<file path="config.mk">
export PLATFORM = sky130hd
export DESIGN_NAME = bro_reset_ctrl
export DESIGN_NICKNAME = d
export VERILOG_FILES = /design/src/logic/bro_pkg.sv /design/src/logic/bro_reset_ctrl.sv
export SDC_FILE = /design/constraint.sdc
export NUM_CORES = 1
export LEC_CHECK = 0
export BUFFER_PORTS_ARGS = -buffer_cell sky130_fd_sc_hd__buf_4
export CAP_MARGIN = 20
export CORE_ASPECT_RATIO = 2
export CORE_MARGIN = 5
export CORE_UTILIZATION = 45
export DETAILED_ROUTE_END_ITERATION = 8
export GPL_ROUTABILITY_DRIVEN = 0
export PLACE_DENSITY_LB_ADDON = 0.2
export REMOVE_ABC_BUFFERS = 1
export SLEW_MARGIN = 15
export SYNTH_ARGS = -nofsm -noshare
export SYNTH_HDL_FRONTEND = slang
export SYNTH_SLANG_ARGS = --single-unit
export TNS_END_PERCENT = 20
</file>
<file path="constraint.sdc">
create_clock -name sys_clk -period 1.9 [get_ports sys_clk]
set_input_delay 0.38 -clock sys_clk [delete_from_list [all_inputs] [get_ports sys_clk]]
set_output_delay 0.38 -clock sys_clk [all_outputs]
set_load 0.1 [all_outputs]
</file>
<file path="src/logic/bro_pkg.sv">
// Constants, types and register map for the brown-out reset control block
package bro_pkg;

	// Register byte offsets on the AXI4-Lite bus
	localparam logic [7:0] BRO_CTRL_OFFS = 8'h00;
	localparam logic [7:0] BRO_PWR_OFFS = 8'h04;

	// Control register fields
	localparam int BRO_SWEN_BIT = 7;
	localparam int BRO_FAST_BIT = 6;
	localparam int BRO_RDY_BIT = 0;
	localparam int BRO_RSVD_HI = 5;
	localparam int BRO_RSVD_LO = 1;
	// Power control register field
	localparam int BRO_FLAG_BIT = 0;

	// Values loaded at power-on reset; the control bits are also reloaded at brown-out reset
	localparam logic BRO_SWEN_RST = 1'b1;
	localparam logic BRO_FAST_RST = 1'b0;
	localparam logic BRO_FLAG_RST = 1'b0;

	// Bus responses
	localparam logic [1:0] BRO_RESP_OKAY = 2'h0;
	localparam logic [1:0] BRO_RESP_SLVERR = 2'h2;

	// Power-up timer delay
	localparam int BRO_CLK_MHZ = 125;
	localparam int BRO_PWRT_NS = 1000;
	localparam int BRO_PWRT_CYC = (BRO_PWRT_NS * BRO_CLK_MHZ + 999) / 1000;

	// Brown-out mode field from configuration memory
	typedef enum logic [1:0] {
		BRO_MODE_OFF = 2'b00,
		BRO_MODE_SW = 2'b01,
		BRO_MODE_NOSLEEP = 2'b10,
		BRO_MODE_ON = 2'b11
	} bro_mode_e;

	// Power-up sequence states
	typedef enum logic [1:0] {
		BRO_ST_HOLD = 2'b00,
		BRO_ST_TIMER = 2'b01,
		BRO_ST_RUN = 2'b10
	} bro_seq_e;

	// Analog detector indications, bundled for synchronising
	typedef struct packed {
		logic std_low;
		logic lp_low;
		logic std_active;
	} bro_det_s;

endpackage : bro_pkg

</file>
<file path="src/logic/bro_reset_ctrl.sv">
// Brown-out reset control: mode decode, control registers, reset hold, power-up timer
`timescale 1ns/10ps
module bro_reset_ctrl
	import bro_pkg::*;
#(
	parameter int PWRT_CYCLES = BRO_PWRT_CYC
) (
	input wire logic sys_clk,
	input wire logic rst,
	// AXI4-Lite slave
	input wire logic [7:0] s_axi_awaddr,
	input wire logic s_axi_awvalid,
	output logic s_axi_awready,
	input wire logic [31:0] s_axi_wdata,
	input wire logic [3:0] s_axi_wstrb,
	input wire logic s_axi_wvalid,
	output logic s_axi_wready,
	output logic [1:0] s_axi_bresp,
	output logic s_axi_bvalid,
	input wire logic s_axi_bready,
	input wire logic [7:0] s_axi_araddr,
	input wire logic s_axi_arvalid,
	output logic s_axi_arready,
	output logic [31:0] s_axi_rdata,
	output logic [1:0] s_axi_rresp,
	output logic s_axi_rvalid,
	input wire logic s_axi_rready,
	// Configuration memory, same clock domain
	input wire logic [1:0] brownout_mode_cfg,
	input wire logic low_power_brownout_cfg_n,
	input wire logic powerup_timer_enable_n,
	input wire logic sleep_mode,
	// Analog detectors, asynchronous
	input wire bro_det_s det_async,
	// To analog and core
	output logic brownout_enable,
	output logic bandgap_force_on,
	output logic low_power_brownout_enable,
	output logic reset_hold,
	output logic exec_release
);

	////////////////////////////////////////////////////////////////////////////
	// Detector input synchronisers

	bro_det_s det_s1_q, det_s2_q, det_s3_q, det_q;

	// Three stages; a bit changes once stages two and three agree
	genvar gi;
	generate
		for (gi = 0; gi < $bits(bro_det_s); gi++) begin : g_sync
			always_ff @(posedge sys_clk or posedge rst) begin
				if (rst) begin
					det_s1_q[gi] <= 1'b0;
					det_s2_q[gi] <= 1'b0;
					det_s3_q[gi] <= 1'b0;
					det_q[gi] <= 1'b0;
				end else begin
					det_s1_q[gi] <= det_async[gi];
					det_s2_q[gi] <= det_s1_q[gi];
					det_s3_q[gi] <= det_s2_q[gi];
					if (det_s2_q[gi] == det_s3_q[gi]) begin
						det_q[gi] <= det_s3_q[gi];
					end
				end
			end
		end
	endgenerate

	////////////////////////////////////////////////////////////////////////////
	// Mode decode

	bro_mode_e mode;
	logic swen_q, fast_q, flag_q, hold_q;
	logic bro_evt;

	assign mode = bro_mode_e'(brownout_mode_cfg);

	// Effective enable is combinational so a mode change acts at once
	always_comb begin
		unique case (mode)
			BRO_MODE_ON: brownout_enable = 1'b1;
			BRO_MODE_NOSLEEP: brownout_enable = ~sleep_mode;
			BRO_MODE_SW: brownout_enable = swen_q;
			BRO_MODE_OFF: brownout_enable = 1'b0;
		endcase
	end

	// Fast start only matters where the detector may be switched off
	assign bandgap_force_on = fast_q &&
		(mode == BRO_MODE_NOSLEEP || mode == BRO_MODE_SW);

	// Erased configuration reads 1, which leaves the detector off
	assign low_power_brownout_enable = ~low_power_brownout_cfg_n;

	////////////////////////////////////////////////////////////////////////////
	// Reset hold and brown-out event

	// Hold while either enabled detector sees undervoltage
	assign reset_hold = (brownout_enable && det_q.std_low) ||
		(low_power_brownout_enable && det_q.lp_low);
	assign bro_evt = reset_hold && !hold_q;

	// Previous hold level for edge detection
	always_ff @(posedge sys_clk or posedge rst) begin
		if (rst) begin
			hold_q <= 1'b0;
		end else begin
			hold_q <= reset_hold;
		end
	end

	////////////////////////////////////////////////////////////////////////////
	// AXI4-Lite slave

	logic aw_q, w_q, bvalid_q, rvalid_q;
	logic [7:0] awaddr_q;
	logic [31:0] wdata_q, rdata_q;
	logic [3:0] wstrb_q;
	logic [1:0] bresp_q, rresp_q;
	logic wr_fire, rd_fire, wr_ctrl, wr_pwr;

	assign s_axi_awready = !aw_q && !bvalid_q;
	assign s_axi_wready = !w_q && !bvalid_q;
	assign s_axi_arready = !rvalid_q;
	assign s_axi_bvalid = bvalid_q;
	assign s_axi_bresp = bresp_q;
	assign s_axi_rvalid = rvalid_q;
	assign s_axi_rdata = rdata_q;
	assign s_axi_rresp = rresp_q;
	assign wr_fire = aw_q && w_q && !bvalid_q;
	assign rd_fire = s_axi_arvalid && !rvalid_q;
	assign wr_ctrl = wr_fire && awaddr_q == BRO_CTRL_OFFS && wstrb_q[0];
	assign wr_pwr = wr_fire && awaddr_q == BRO_PWR_OFFS && wstrb_q[0];

	// Address and data are taken in either order, then combined
	always_ff @(posedge sys_clk or posedge rst) begin
		if (rst) begin
			aw_q <= 1'b0;
			w_q <= 1'b0;
			awaddr_q <= 8'h00;
			wdata_q <= 32'h0000_0000;
			wstrb_q <= 4'h0;
		end else begin
			if (s_axi_awvalid && s_axi_awready) begin
				aw_q <= 1'b1;
				awaddr_q <= s_axi_awaddr;
			end else if (wr_fire) begin
				aw_q <= 1'b0;
			end
			if (s_axi_wvalid && s_axi_wready) begin
				w_q <= 1'b1;
				wdata_q <= s_axi_wdata;
				wstrb_q <= s_axi_wstrb;
			end else if (wr_fire) begin
				w_q <= 1'b0;
			end
		end
	end

	// Write response; unmapped addresses answer SLVERR
	always_ff @(posedge sys_clk or posedge rst) begin
		if (rst) begin
			bvalid_q <= 1'b0;
			bresp_q <= BRO_RESP_OKAY;
		end else if (wr_fire) begin
			bvalid_q <= 1'b1;
			bresp_q <= (awaddr_q == BRO_CTRL_OFFS || awaddr_q == BRO_PWR_OFFS) ?
				BRO_RESP_OKAY : BRO_RESP_SLVERR;
		end else if (s_axi_bready) begin
			bvalid_q <= 1'b0;
		end
	end

	// Read data captured at the same edge that takes the address
	always_ff @(posedge sys_clk or posedge rst) begin
		if (rst) begin
			rvalid_q <= 1'b0;
			rdata_q <= 32'h0000_0000;
			rresp_q <= BRO_RESP_OKAY;
		end else if (rd_fire) begin
			rvalid_q <= 1'b1;
			rdata_q <= 32'h0000_0000;
			rresp_q <= BRO_RESP_OKAY;
			if (s_axi_araddr == BRO_CTRL_OFFS) begin
				rdata_q[BRO_SWEN_BIT] <= swen_q;
				rdata_q[BRO_FAST_BIT] <= fast_q;
				rdata_q[BRO_RDY_BIT] <= det_q.std_active;
			end else if (s_axi_araddr == BRO_PWR_OFFS) begin
				rdata_q[BRO_FLAG_BIT] <= flag_q;
			end else begin
				rresp_q <= BRO_RESP_SLVERR;
			end
		end else if (s_axi_rready) begin
			rvalid_q <= 1'b0;
		end
	end

	////////////////////////////////////////////////////////////////////////////
	// Control and flag registers

	// Bits are writable in every mode, but a brown-out event reload wins over a write; their effect depends on the mode
	always_ff @(posedge sys_clk or posedge rst) begin
		if (rst) begin
			swen_q <= BRO_SWEN_RST;
			fast_q <= BRO_FAST_RST;
		end else if (bro_evt) begin
			swen_q <= BRO_SWEN_RST;
			fast_q <= BRO_FAST_RST;
		end else if (wr_ctrl) begin
			swen_q <= wdata_q[BRO_SWEN_BIT];
			fast_q <= wdata_q[BRO_FAST_BIT];
		end
	end

	// Shared sticky flag; write 1 clears, a new event wins over the clear
	always_ff @(posedge sys_clk or posedge rst) begin
		if (rst) begin
			flag_q <= BRO_FLAG_RST;
		end else if (bro_evt) begin
			flag_q <= 1'b1;
		end else if (wr_pwr && wdata_q[BRO_FLAG_BIT]) begin
			flag_q <= 1'b0;
		end
	end

	////////////////////////////////////////////////////////////////////////////
	// Power-up sequence

	bro_seq_e seq_q;
	logic [$clog2(PWRT_CYCLES + 1)-1:0] pwrt_cnt_q;

	// Timer restarts on every hold, so a short dip still gets the full delay
	always_ff @(posedge sys_clk or posedge rst) begin
		if (rst) begin
			seq_q <= BRO_ST_HOLD;
			pwrt_cnt_q <= '0;
		end else if (reset_hold) begin
			seq_q <= BRO_ST_HOLD;
			pwrt_cnt_q <= '0;
		end else begin
			unique case (seq_q)
				BRO_ST_HOLD: begin
					pwrt_cnt_q <= '0;
					seq_q <= powerup_timer_enable_n ? BRO_ST_RUN : BRO_ST_TIMER;
				end
				BRO_ST_TIMER: begin
					pwrt_cnt_q <= pwrt_cnt_q + 1'b1;
					if (pwrt_cnt_q == ($bits(pwrt_cnt_q))'(PWRT_CYCLES - 1)) begin
						seq_q <= BRO_ST_RUN;
					end
				end
				BRO_ST_RUN: seq_q <= BRO_ST_RUN;
				default: seq_q <= BRO_ST_HOLD;
			endcase
		end
	end

	assign exec_release = seq_q == BRO_ST_RUN && !reset_hold;
endmodule : bro_reset_ctrl

</file>
==> run summary <==
• **hold_buf cts** 0
• **total negative setup slack** 0 ps
• **net count reported at finish** 330
• **fraction of the yosys area taken by sequential cells** 0.517
• **transition time of the tightest slew-check pin** 570 ps
• **setup ws final** 64.5 ps
• **power share of the combinational group** 0.413
• **die extent in x** 59.8 µm
• **number of global-route vias before repair** 1,432
• **core area** 4860 µm²
• **share of final-layout standard cells stronger than drive strength 1** 0.345
• **Setup Crit Path Kind** input port to output port
• **Tmin final** 1840 ps
• **setup skew after layout** 11.7 ps
• **vias after detailed routing** 1,510
• **share of power burned in the clock network** 0.205
• **largest fanout on the critical path** 3
• **level count of the clock H-tree** 2
• **cell row count** 36
• **DR WL/cell** 13.2 µm
• **LEAKAGE** 1.32 nW
• **antenna viol nets, final** 0
• **Yosys cell types** 43
• **root buffer selected by CTS** clkbuf_8
• **number of setup violations in the final report** 0
• **Switching Power** 1.48 mW
• **Avg Vias per Cell** 4.84
• **total overflow reported by the global router** 0
• **Initial Utilization** 0.458
• **headroom to the max-slew limit** 0.620
• **total iterations of the first detailed-routing run** 4
• **share of the clock period used by the worst path after layout** 0.966
• **status** completed
• **peak ir drop on the vdd network** 1.28 mV
• **final routed DRC violation total** 0
• **worst path arrival time** 1460 ps
• **cell internal pwr** 2.02 mW
• **total detailed-routing wirelength** 4110 µm
• **layout overhead on the synthesized area** 23.2%
• **worst setup slack before clock tree synthesis** -43.6 ps
• **cell area after placement** 2570 µm²
• **type of element launching the critical path** input port
• **Detailed Route Iter0 Violations** 30
• **final design instance area without fill** 2750 µm²
• **Critical Path End Type** output port
• **initial antenna violation count** 0
• **Power, Total** 3.50 mW
• **count of pins on the block boundary** 113
• **number of enable-type register cells in the synthesized netlist** 0
• **utilization of the core after routing** 0.565
• **number of warnings reported in the yosys synthesis log** 0
• **highest-count cells in the layout ignoring fill and taps** 53 x buf_4, 45 x dfrtp_1, 31 x conb_1
• **full die area** 6550 µm²
• **maximum number of pins on one net before global-route repair** 47
• **latest clock arrival within the worst-skew pair** 300 ps
• **Port-buffer cells** 49
• **Slew Viols, Final** 0
• **Antenna Cells** 0
• **PwrDens** 1270 nW/µm²
• **Die Height** 110 µm
• **number of filler cells placed in the layout** 449
• **Hold Vio Cnt, Final** 0
• **CTS tree** built
• **HPWL Detailed** 3210 µm
• **max_cap viols** 0
• **number of sinks handled by clock tree synthesis** 46
• **overall fraction of global-route tracks in use** 0.123
• **Hold Path Class** input port to flip-flop
• **Max Root-Sink Buffers** 2
• **setup repair after global routing missed its margin** yes
• **smallest hold slack** 186 ps
• **wire length of the first global-routing pass** 6150 µm
• **Mapped Cells** 194
• **upper clock frequency limit** 0.545 GHz
• **post-synthesis sequential element count** 46
• **sequential fraction of design power** 0.381
• **Sw Ratio** 0.422
• **synthesized area per cell** 11.5 µm²
• **Worst EP required** 1520 ps
• **prevailing post-synth register cell** dfrtp_1
• **Reg clk slew, reported paths** 90 ps
• **Inserted Clock Buffers** 5
• **post-layout instance count excluding filler cells** 312
• **Placed Cells incl. Taps** 301
• **cell area after synthesis** 2230 µm²
• **Async S/R FF share, synth** 1.00
• **most common library cell in the layout ignoring fill and taps** buf_4
[cell type report]
cell class,count,area [µm²],share of cell area
sequential,46,1150,0.419
multi-input combinational,131,906,0.330
timing repair buffer,56,449,0.163
tap,57,71.3,0.0260
clock buffer,5,68.8,0.0250
inverter,14,55.1,0.0200
clock inverter,3,45.0,0.0164
[per-layer routing]
metal	vias to the layer above	global-route usage	wire, µm
met1	729	0.135	1390
met5	-	0	0
li1	727	-	-
met2	48	0.221	2440
met4	0	0.0523	36
met3	6	0.0223	246
[cells in the mapped netlist (all sizes together), types with 4 or more instances]
cell type  number  area, µm²
nor2           10       37.5
o21ai           6       33.8
a311oi          4       35.0
ha              9        113
nor2b           4       25.0
mux2           13        146
nand2           6       22.5
nand3           7       35.0
buf            32        238
mux2i           4       40.0
a21oi           5       25.0
inv            14       52.6
dfrtp          45       1130
[kinds of logic (layout without fill, tap and decap cells)]
group	count (synthesis)	after routing	synth area share
AO/OA/AOI/OAI	29	29	0.0971
buffers and inverters	47	78	0.132
flip-flops	46	46	0.517
multiplexers	17	17	0.0836
AND/OR/NAND/NOR	42	42	0.105
adder cells (fa/ha/maj)	12	12	0.0640
other	1	31	0.00168
[state kept, by name, summed over array words and instances, names as in the netlist, 2 cells and up]
signal       count
det_s2_q         3
awaddr_q         8
s_axi_rdata      3
pwrt_cnt_q       7
det_s3_q         3
seq_q            2
wdata_q          3
det_q            3
det_s1_q         3
[worst max-delay path, stage by stage]
cell and delay [ps]:
buf_4 120, ha_1 200, a21oi_2 140, o21ai_2 80, a22oi_2 180, and2_4 190
buf_12 160
[repair_timing]
item | CTS | global route
buffers inserted | 2 | 1
endpoints found under the setup margin | 2 | 2
gates resized for setup | 9 | 2
pin swaps | 1 | 1
[final timing paths]
| check | startpoint | endpoint | slack (ps) | cells after the start |
|---|---|---|---|---|
| max in group asynchronous | rst | awaddr_q[7] | 1280 | 3 |
| min in group asynchronous | rst | pwrt_cnt_q[5] | 210 | 3 |
| hold / removal | det_async[2] | det_s1_q[2] | 190 | 1 |
| setup / recovery | brownout_mode_cfg[0] | exec_release | 60 | 7 |
| hold reg to reg | det_s1_q[0] | det_s2_q[0] | 350 | 0 |
| setup reg to reg | seq_q[1] | pwrt_cnt_q[6] | 170 | 5 |
[power groups by stage]
stage	Sequential, mW	Clock, mW	Combinational, mW
final	1.33	0.718	1.45
after global placement	1.36	0	1.40
after CTS	1.34	0.748	1.45
after floorplan	1.43	0	1.05
after global routing	1.37	0.776	1.53
after detailed placement	1.36	0	1.41
Note: power is estimated with default switching activity, not from simulation.
